[src/verilog/ppm_defines.vh]
// Purpose: constants for the port pin mode control block
// Assumes: 8-bit register bus with an 8-bit page number
// Notes: definitions only
`ifndef PPM_DEFINES_VH
`define PPM_DEFINES_VH

// register addresses
`define PPM_ADDR_P2_LATCH 8'hA0
`define PPM_ADDR_P1_OUT_MODE 8'hA5
`define PPM_ADDR_P2_OUT_MODE 8'hA6
`define PPM_ADDR_P3_OUT_MODE 8'hA7
`define PPM_ADDR_P1_IN_MODE 8'hAD
`define PPM_ADDR_P2_IN_MODE 8'hAE
`define PPM_ADDR_P3_IN_MODE 8'hAF
`define PPM_ADDR_P3_LATCH 8'hB0

// page holding the mode registers
`define PPM_MODE_PAGE 8'h0F

// reset values
`define PPM_RST_LATCH 8'hFF
`define PPM_RST_OUT_MODE 8'h00
`define PPM_RST_IN_MODE 8'hFF

// answer on an unmapped read
`define PPM_RD_NONE 8'h00

// port 2 bits never skipped even when analog
`define PPM_P2_NOSKIP 8'h03

`endif

[src/verilog/ppm_port_ctrl.v]
// Purpose: pin mode and output mode control for ports 1 to 3, data latch control for ports 2 and 3
// Assumes: register bus and peripheral controls synchronous to CLK
// Notes: pin drive outputs are registered, one cycle behind their sources
//
// Notes on behaviour
// [RULE_01] input-mode 0: analog, digital read gives 0
// [RULE_02] analog pin: weak pullup always off
// [RULE_03] input-mode 1: read returns pin level
// [RULE_04] digital pin pullup follows global disable bit
// [RULE_05] output-mode 0 open-drain, 1 push-pull; reset zeros
// [RULE_06] latch 0 drives low; 1 high or released
// [RULE_07] latch reaches pin only if crossbar leaves it
// [RULE_08] data reads return pin levels; read-modify-write reads return the latch
// [RULE_09] bus lines and mode-0 receive forced open-drain
// [RULE_10] analog port 2 bit 0 never skipped
// [RULE_11] analog port 2 bit 1 never skipped
// [RULE_12] memory interface may drive port 2 address
// [RULE_13] memory interface may drive port 3 data
// [RULE_14] data regs bit addressable, all pages, reset ones
// [RULE_15] input-mode registers reset to all ones
// [RULE_16] global pullup disable 1 turns pullups off
// [RULE_17] crossbar disabled forces every pin to input
// [RULE_18] pin levels synchronised in two stages before reading
`timescale 1ns/1ns
`default_nettype none
`include "ppm_defines.vh"

module ppm_port_ctrl (
    input wire CLK,
    input wire SYS_RST,
    // register bus
    input wire [7:0] SFR_PAGE,
    input wire [7:0] SFR_ADDR,
    input wire SFR_WE,
    input wire [7:0] SFR_WDATA,
    input wire SFR_BIT_WE,
    input wire [2:0] SFR_BIT_SEL,
    input wire SFR_BIT_VAL,
    input wire SFR_RE,
    input wire SFR_RMW,
    output reg [7:0] SFR_RDATA,
    // global crossbar controls
    input wire XBAR_ENABLE,
    input wire GLOBAL_PULLUP_DISABLE,
    // port 1 latch is held outside this block
    input wire [7:0] P1_LATCH,
    // crossbar assignment per port
    input wire [7:0] P1_XBAR_SEL,
    input wire [7:0] P1_XBAR_OUT,
    input wire [7:0] P1_XBAR_FORCE_OD,
    input wire [7:0] P2_XBAR_SEL,
    input wire [7:0] P2_XBAR_OUT,
    input wire [7:0] P2_XBAR_FORCE_OD,
    input wire [7:0] P3_XBAR_SEL,
    input wire [7:0] P3_XBAR_OUT,
    input wire [7:0] P3_XBAR_FORCE_OD,
    // external memory interface takeover
    input wire EMIF_P2_EN,
    input wire [7:0] EMIF_P2_OUT,
    input wire EMIF_P3_EN,
    input wire [7:0] EMIF_P3_OUT,
    input wire EMIF_P3_DRIVE,
    // crossbar skip masks
    output wire [7:0] P1_SKIP,
    output wire [7:0] P2_SKIP,
    output wire [7:0] P3_SKIP,
    // pins
    input wire [7:0] P1_PIN_I,
    output reg [7:0] P1_PIN_O,
    output reg [7:0] P1_PIN_OE,
    output reg [7:0] P1_PULLUP_EN,
    input wire [7:0] P2_PIN_I,
    output reg [7:0] P2_PIN_O,
    output reg [7:0] P2_PIN_OE,
    output reg [7:0] P2_PULLUP_EN,
    input wire [7:0] P3_PIN_I,
    output reg [7:0] P3_PIN_O,
    output reg [7:0] P3_PIN_OE,
    output reg [7:0] P3_PULLUP_EN
);

    // register state, indexed 1..3 by port where it exists
    reg [7:0] p2_latch_q; // port2_data_latch
    reg [7:0] p3_latch_q; // port3_data_latch
    reg [7:0] out_mode_q [1:3]; // portN_output_mode
    reg [7:0] in_mode_q [1:3]; // portN_input_mode
    reg [7:0] p2_latch_d;
    reg [7:0] p3_latch_d;
    reg [7:0] rdata_d;

    // synchronised pin levels
    wire [7:0] p1_sync;
    wire [7:0] p2_sync;
    wire [7:0] p3_sync;

    // address decode helpers
    wire page_is_mode;
    wire hit_p2;
    wire hit_p3;

    // the source value presented to each pin
    reg [7:0] p1_src;
    reg [7:0] p2_src;
    reg [7:0] p3_src;
    // push-pull request after forced open-drain lines are removed
    reg [7:0] p1_pp;
    reg [7:0] p2_pp;
    reg [7:0] p3_pp;
    // extra drive gate, used only by the memory interface on port 3
    reg [7:0] p3_gate;

    integer i;

    // [RULE_18] pins cross into the clock domain before any use
    ppm_pin_sync u_sync1 (
        .CLK(CLK),
        .SYS_RST(SYS_RST),
        .PIN_IN(P1_PIN_I),
        .PIN_SYNC(p1_sync)
    );

    ppm_pin_sync u_sync2 (
        .CLK(CLK),
        .SYS_RST(SYS_RST),
        .PIN_IN(P2_PIN_I),
        .PIN_SYNC(p2_sync)
    );

    ppm_pin_sync u_sync3 (
        .CLK(CLK),
        .SYS_RST(SYS_RST),
        .PIN_IN(P3_PIN_I),
        .PIN_SYNC(p3_sync)
    );

    // digital read path: analog pins read as 0, others as the pin
    function [7:0] read_pins;
        input [7:0] pins;
        input [7:0] in_mode;
        begin
            read_pins = pins & in_mode; // RULE_01 RULE_03
        end
    endfunction

    // output enable: released entirely when crossbar is off
    function [7:0] drive_en;
        input xbar_on;
        input [7:0] src;
        input [7:0] pp;
        input [7:0] gate;
        begin
            if (!xbar_on) begin
                drive_en = 8'h00; // RULE_17
            end else begin
                // low driven unless gate is off, high only when push-pull
                drive_en = (~src | pp) & gate; // RULE_06
            end
        end
    endfunction

    // weak pullup: off for analog, off when globally disabled,
    // and off on a pin that drives itself low
    function [7:0] pullup_en;
        input [7:0] in_mode;
        input pud;
        input [7:0] oe;
        input [7:0] src;
        begin
            pullup_en = in_mode & ~(oe & ~src); // RULE_02
            if (pud) begin
                pullup_en = 8'h00; // RULE_04 RULE_16
            end
        end
    endfunction

    // bit-addressable byte update
    function [7:0] bit_write;
        input [7:0] old;
        input [2:0] sel;
        input val;
        begin
            bit_write = old;
            bit_write[sel] = val;
        end
    endfunction

    // mode registers only answer on their own page
    assign page_is_mode = (SFR_PAGE == `PPM_MODE_PAGE); // RULE_14
    // data latches answer on every page
    assign hit_p2 = (SFR_ADDR == `PPM_ADDR_P2_LATCH); // RULE_14
    assign hit_p3 = (SFR_ADDR == `PPM_ADDR_P3_LATCH); // RULE_14

    // analog pins are skipped by the crossbar, except port 2 bits 0 and 1
    assign P1_SKIP = ~in_mode_q[1];
    assign P2_SKIP = ~in_mode_q[2] & ~`PPM_P2_NOSKIP; // RULE_10 RULE_11
    assign P3_SKIP = ~in_mode_q[3];

    // next latch values from byte or bit writes
    always @* begin
        p2_latch_d = p2_latch_q;
        p3_latch_d = p3_latch_q;
        if (SFR_WE && hit_p2) begin
            p2_latch_d = SFR_WDATA;
        end else if (SFR_BIT_WE && hit_p2) begin
            p2_latch_d = bit_write(p2_latch_q, SFR_BIT_SEL, SFR_BIT_VAL); // RULE_14
        end
        if (SFR_WE && hit_p3) begin
            p3_latch_d = SFR_WDATA;
        end else if (SFR_BIT_WE && hit_p3) begin
            p3_latch_d = bit_write(p3_latch_q, SFR_BIT_SEL, SFR_BIT_VAL); // RULE_14
        end
    end

    // register writes; byte write wins over a bit write in the same cycle
    always @(posedge CLK) begin
        if (SYS_RST) begin
            p2_latch_q <= `PPM_RST_LATCH; // RULE_14
            p3_latch_q <= `PPM_RST_LATCH; // RULE_14
            for (i = 1; i <= 3; i = i + 1) begin
                out_mode_q[i] <= `PPM_RST_OUT_MODE; // RULE_05
                in_mode_q[i] <= `PPM_RST_IN_MODE; // RULE_15
            end
        end else begin
            p2_latch_q <= p2_latch_d;
            p3_latch_q <= p3_latch_d;
            if (SFR_WE && page_is_mode) begin
                case (SFR_ADDR)
                    `PPM_ADDR_P1_OUT_MODE: begin
                        out_mode_q[1] <= SFR_WDATA;
                    end
                    `PPM_ADDR_P2_OUT_MODE: begin
                        out_mode_q[2] <= SFR_WDATA;
                    end
                    `PPM_ADDR_P3_OUT_MODE: begin
                        out_mode_q[3] <= SFR_WDATA;
                    end
                    `PPM_ADDR_P1_IN_MODE: begin
                        in_mode_q[1] <= SFR_WDATA;
                    end
                    `PPM_ADDR_P2_IN_MODE: begin
                        in_mode_q[2] <= SFR_WDATA;
                    end
                    `PPM_ADDR_P3_IN_MODE: begin
                        in_mode_q[3] <= SFR_WDATA;
                    end
                    default: begin
                        // other addresses belong to other blocks
                    end
                endcase
            end
        end
    end

    // read decode; read-modify-write cycles see the latch, not the pin
    always @* begin
        rdata_d = `PPM_RD_NONE;
        if (hit_p2) begin
            if (SFR_RMW) begin
                rdata_d = p2_latch_q;
            end else begin
                rdata_d = read_pins(p2_sync, in_mode_q[2]); // RULE_08
            end
        end else if (hit_p3) begin
            if (SFR_RMW) begin
                rdata_d = p3_latch_q;
            end else begin
                rdata_d = read_pins(p3_sync, in_mode_q[3]); // RULE_08
            end
        end else if (page_is_mode) begin
            case (SFR_ADDR)
                `PPM_ADDR_P1_OUT_MODE: begin
                    rdata_d = out_mode_q[1];
                end
                `PPM_ADDR_P2_OUT_MODE: begin
                    rdata_d = out_mode_q[2];
                end
                `PPM_ADDR_P3_OUT_MODE: begin
                    rdata_d = out_mode_q[3];
                end
                `PPM_ADDR_P1_IN_MODE: begin
                    rdata_d = in_mode_q[1];
                end
                `PPM_ADDR_P2_IN_MODE: begin
                    rdata_d = in_mode_q[2];
                end
                `PPM_ADDR_P3_IN_MODE: begin
                    rdata_d = in_mode_q[3];
                end
                default: begin
                    rdata_d = `PPM_RD_NONE;
                end
            endcase
        end
    end

    // read data is held until the next read
    always @(posedge CLK) begin
        if (SYS_RST) begin
            SFR_RDATA <= `PPM_RD_NONE;
        end else if (SFR_RE) begin
            SFR_RDATA <= rdata_d;
        end
    end

    // pin source selection: memory interface, then crossbar, then latch
    always @* begin
        // latch only reaches pins the crossbar leaves alone
        p1_src = (P1_XBAR_SEL & P1_XBAR_OUT) | (~P1_XBAR_SEL & P1_LATCH); // RULE_07
        p2_src = (P2_XBAR_SEL & P2_XBAR_OUT) | (~P2_XBAR_SEL & p2_latch_q); // RULE_07
        p3_src = (P3_XBAR_SEL & P3_XBAR_OUT) | (~P3_XBAR_SEL & p3_latch_q); // RULE_07
        p3_gate = 8'hFF;
        if (EMIF_P2_EN) begin
            p2_src = EMIF_P2_OUT; // RULE_12
        end
        if (EMIF_P3_EN) begin
            p3_src = EMIF_P3_OUT; // RULE_13
            // a bus read turns the data drivers off
            p3_gate = {8{EMIF_P3_DRIVE}}; // RULE_13
        end
        // bus lines and mode-0 receive lines stay open-drain
        p1_pp = out_mode_q[1] & ~(P1_XBAR_SEL & P1_XBAR_FORCE_OD); // RULE_05 RULE_09
        p2_pp = out_mode_q[2] & ~(P2_XBAR_SEL & P2_XBAR_FORCE_OD); // RULE_05 RULE_09
        p3_pp = out_mode_q[3] & ~(P3_XBAR_SEL & P3_XBAR_FORCE_OD); // RULE_05 RULE_09
    end

    // registered pin drive; reset leaves every pin as a pulled-up input
    always @(posedge CLK) begin
        if (SYS_RST) begin
            P1_PIN_O <= 8'hFF;
            P1_PIN_OE <= 8'h00;
            P1_PULLUP_EN <= 8'hFF;
            P2_PIN_O <= 8'hFF;
            P2_PIN_OE <= 8'h00;
            P2_PULLUP_EN <= 8'hFF;
            P3_PIN_O <= 8'hFF;
            P3_PIN_OE <= 8'h00;
            P3_PULLUP_EN <= 8'hFF;
        end else begin
            P1_PIN_O <= p1_src; // RULE_06
            P1_PIN_OE <= drive_en(XBAR_ENABLE, p1_src, p1_pp, 8'hFF);
            P1_PULLUP_EN <= pullup_en(in_mode_q[1], GLOBAL_PULLUP_DISABLE,
                drive_en(XBAR_ENABLE, p1_src, p1_pp, 8'hFF), p1_src);
            P2_PIN_O <= p2_src; // RULE_06
            P2_PIN_OE <= drive_en(XBAR_ENABLE, p2_src, p2_pp, 8'hFF);
            P2_PULLUP_EN <= pullup_en(in_mode_q[2], GLOBAL_PULLUP_DISABLE,
                drive_en(XBAR_ENABLE, p2_src, p2_pp, 8'hFF), p2_src);
            P3_PIN_O <= p3_src; // RULE_06
            P3_PIN_OE <= drive_en(XBAR_ENABLE, p3_src, p3_pp, p3_gate);
            P3_PULLUP_EN <= pullup_en(in_mode_q[3], GLOBAL_PULLUP_DISABLE,
                drive_en(XBAR_ENABLE, p3_src, p3_pp, p3_gate), p3_src);
        end
    end

endmodule

`default_nettype wire

[src/verilog/ppm_pin_sync.v]
// Purpose: two-stage synchroniser for one 8-bit port of pin levels
// Assumes: pin levels may change at any time
// Notes: the first stage feeds only the second stage
`timescale 1ns/1ns
`default_nettype none

module ppm_pin_sync (
    input wire CLK,
    input wire SYS_RST,
    input wire [7:0] PIN_IN,
    output wire [7:0] PIN_SYNC
);

    reg [7:0] meta_q; // first stage, may be metastable
    reg [7:0] sync_q; // second stage, safe to use

    // both stages reset high, matching a pulled-up idle pin
    always @(posedge CLK) begin
        if (SYS_RST) begin
            meta_q <= 8'hFF;
            sync_q <= 8'hFF;
        end else begin
            meta_q <= PIN_IN;
            sync_q <= meta_q;
        end
    end

    assign PIN_SYNC = sync_q;

endmodule

`default_nettype wire

[config.mk]
export PLATFORM = sky130hd
export DESIGN_NAME = ppm_port_ctrl
export DESIGN_NICKNAME = d
export VERILOG_FILES = /design/src/verilog/ppm_port_ctrl.v /design/src/verilog/ppm_pin_sync.v
export VERILOG_INCLUDE_DIRS = /design/src /design/src/verilog
export SDC_FILE = /design/constraint.sdc
export NUM_CORES = 1
export LEC_CHECK = 0
export BUFFER_PORTS_ARGS = -buffer_cell sky130_fd_sc_hd__clkbuf_2
export CELL_PAD_IN_SITES_DETAIL_PLACEMENT = 2
export CELL_PAD_IN_SITES_GLOBAL_PLACEMENT = 2
export CORE_MARGIN = 2
export CORE_UTILIZATION = 31
export DETAILED_ROUTE_END_ITERATION = 6
export PLACE_DENSITY = 0.81
export SLEW_MARGIN = 0
export SYNTH_ARGS = -nofsm -noshare
export SYNTH_HDL_FRONTEND = slang
export SYNTH_SLANG_ARGS = --single-unit
[constraint.sdc]
create_clock -name CLK -period 6.8 [get_ports CLK]
set_input_delay 0.68 -clock CLK [delete_from_list [all_inputs] [get_ports CLK]]
set_output_delay 0.68 -clock CLK [all_outputs]
set_load 0.1 [all_outputs]
==> flow_metrics.py <==
metrics = {
    "sta": {
        "fin_hold_ws_ns": 0.4109,
        "rsz0062_at_grt": "false",
        "maxSlewHeadroom_pct": 26.82,
        "period_needed_ns": 2.843,
        "report.final.slew_viol_count": 0,
        "hold_viol": 0,
        "tns_ns": 0,
        "setup_viol": 0,
        "max_clock_freq_mhz": 351.8,
        "fin_crit_sh_pct": 41.80,
        "worst-slew-pin-transition_ns": 1.083,
        "finClkSkew_ns": 0.01261,
    },
    "route": {
        "initialDrtViolationCount": 453,
        "wl_met2_um": 14910,
        "drt-total-wl_um": 29860,
        "met1_length_um": 12010,
        "dr.max_layer_used": "met4",
        "dr.pass1.iters": 4,
        "met3_wirelength_um": 1927,
        "ant_nets": 0,
        "num_vias": 6909,
        "drc": 0,
        "vias_per_cell": 5.156,
        "routedWlPerCell_um": 22.29,
    },
    "placement": {
        "gp_congestion": 0.8828,
        "dpl.hpwl_um": 23060,
        "portBuffers": 252,
        "dpl_cell_area_mm2": 0.008957,
    },
    "cells_and_area": {
        "design_area_mm2": 0.009535,
        "area_delta_synth_final_pct": 27.66,
        "regArea_mm2": 0.004004,
        "final_layout_size_suffix_gt1_share_pct": 36.04,
        "diodes": 0,
        "fill_cells": 2615,
        "multi_input_area_mm2": 0.003162,
        "final_nets": 1167,
        "fin_util_pct": 40.50,
    },
    "clocking": {
        "clock_latency_ns": 0.44,
        "clk_pin_slew_worst_paths_ns": 0.06,
        "cts_max_level": 4,
        "cts_tree": "built",
        "numCtsBuffers": 17,
        "root_buffer": "clkbuf_16",
        "cts.sinks": 176,
        "post_cts_buffers": 0,
        "cts_buffer_depth": 2,
        "cts_hold_buffers": 0,
        "cts_resized": 0,
    },
    "pwr": {
        "leakage_nw": 4.218,
        "power_mw": 2.667,
        "peakVddDrop_mv": 0.1229,
        "power_density_mw_per_mm2": 279.7,
    },
    "grt": {
        "grt_first_pass_wirelength_um": 44820,
        "overflow": 0,
        "antenna_found_initial": 0,
        "grt_pass1_vias": 7484,
        "grtUsageTotal_pct": 23.52,
        "grt_max_degree": 64,
    },
    "logic_synthesis": {
        "synth.largest_area_cell": "dfxtp_1",
        "ys_warn_count": 0,
        "yosysTopAreaCellShare_pct": 34.30,
        "syn-mean-instance-area_um2": 9.552,
        "netlist_top_cells_count": "152 x nand2_1, 128 x dfxtp_1, 71 x nor2_1",
        "synthCells": 782,
        "async_flop_share_pct": 0,
        "synth_seq_cells": 176,
        "synth-seq-area-share_pct": 53.60,
        "yosys-top-cells-area": "dfxtp_1 34%, edfxtp_1 19%, nand2_1 7.6%",
        "synth_cell_types": 50,
        "synth-main-ff-cell": "dfxtp_1",
        "synth.most_common_cell": "nand2_1",
        "synth-edff-count": 48,
        "syn_area_mm2": 0.007470,
    },
    "critical_path": {
        "cp-end-kind": "register",
        "r2r_start": "in_mode_q[0][11]",
        "cp_slowest_cell": "nor4_2",
        "path_cells": "clkbuf_2, or4_4, nor4_2, nand4_2, nand2_1",
        "slowest_delay_ns": 0.78,
        "path_class": "input port to register",
        "cp-startpoint": "SFR_PAGE[5]",
        "cp.required_ns": 6.90,
        "cp-start-kind": "input port",
        "critPathMaxFanout": 9,
        "crit_arrival_ns": 2.94,
    },
    "floorplanning": {
        "dieArea_mm2": 0.02535,
        "die_y_um": 159.2,
        "fp-row-count": 56,
        "start_util_pct": 31.73,
        "die_x_um": 159.2,
        "core_area_mm2": 0.02354,
        "ios": 263,
    },
    "hold_path": {
        "min_from": "u_sync2.meta_q[4]",
        "worstHoldPathType": "register to register",
    },
    "run": {
        "cap_violations": 0,
    },
    "run_status": {
        "status": "finished clean",
    },
}
[state kept, by name, summed over array words and instances (netlist names)]
| register | count |
|---|---|
| in_mode_q | 24 |
| out_mode_q | 24 |
| P1_PIN_OE | 8 |
| P1_PIN_O | 8 |
| P1_PULLUP_EN | 8 |
| P2_PIN_OE | 8 |
| P2_PIN_O | 8 |
| P2_PULLUP_EN | 8 |
| P3_PIN_OE | 8 |
| P3_PIN_O | 8 |
| P3_PULLUP_EN | 8 |
| SFR_RDATA | 8 |
| p2_latch_q | 8 |
| p3_latch_q | 8 |
| u_sync2.PIN_SYNC | 8 |
| u_sync2.meta_q | 8 |
| u_sync3.PIN_SYNC | 8 |
| u_sync3.meta_q | 8 |
[layout by cell type (no fill, tap or decap), types with 3 or more instances in the layout]
master     netlist  layout
a41oi_1         12      12
dfxtp_1        128     128
o21ai_0         36      36
mux2i_1         50      50
clkbuf_2         0     252
a21oi_1         33      33
nor3_4           3       3
a22oi_1          8       8
o32ai_1          5       5
inv_1           29      28
a211oi_1        13      13
a31oi_1         16      16
or2_2           33      33
a31o_2          24      24
nand2b_1         7       7
nand3_1          3       3
clkbuf_16        0      19
inv_6            0       4
or2_1            3       3
nand2_1        152     152
edfxtp_1        48      48
buf_4            3       3
mux2_2          16      16
nor2_1          71      71
o22ai_1          7       7
[area by class of cell]
type / instances / area share [%]
inverter: 29 / 1.142
timing repair buffer: 255 / 13.46
multi-input combinational: 529 / 33.16
clock buffer: 23 / 5.354
tap: 319 / 4.186
clock inverter: 9 / 0.7086
sequential: 176 / 41.99
[cell families after synthesis]
| logic type | Yosys count | synth area share (%) |
|---|---|---|
| other | 1 | 0.05020 |
| muxes | 66 | 9.112 |
| and+or+nand+nor | 299 | 18.73 |
| buffers and inverters | 78 | 4.121 |
| DFF | 176 | 53.60 |
| AOI/OAI and AO/OA | 162 | 14.39 |
[where the power goes]
part	total (mW)	switching [mW]	internal [mW]
registers	1.16	0.0317	1.13
logic	0.537	0.424	0.112
clock network	0.971	0.435	0.536
total	2.67	0.891	1.78
[per-layer routing]
layer,vias to the layer above,GRT usage (%)
li1,3190,-
met1,3409,27.41
met2,262,41.84
met3,48,5.679
met4,0,8.843
met5,-,0
[final timing paths]
path                                             to  slack [ns]  cells after the start
worst max-delay path              out_mode_q[0][31]        3.96                      5
worst max register to register         SFR_RDATA[3]        5.15                      4
worst min register to register  u_sync2.PIN_SYNC[4]        0.41                      1
worst min-delay path            u_sync2.PIN_SYNC[4]        0.41                      1
[per-stage QoR]
stage | instances | worst slack (ns)
2_1_floorplan | 783 | 4.065
3_3_place_gp | 1308 | 3.610
3_5_place_dp | 1308 | 3.510
4_1_cts | 1340 | 3.972
5_1_grt | 1340 | 3.857
6_report | 1340 | 3.957
[critical path: cells and delay by family]
family	cells	cell delay (ns)
buffers and inverters	1	0.08
AND/OR/NAND/NOR	4	2.17
Note: power is estimated with default switching activity, not from simulation.
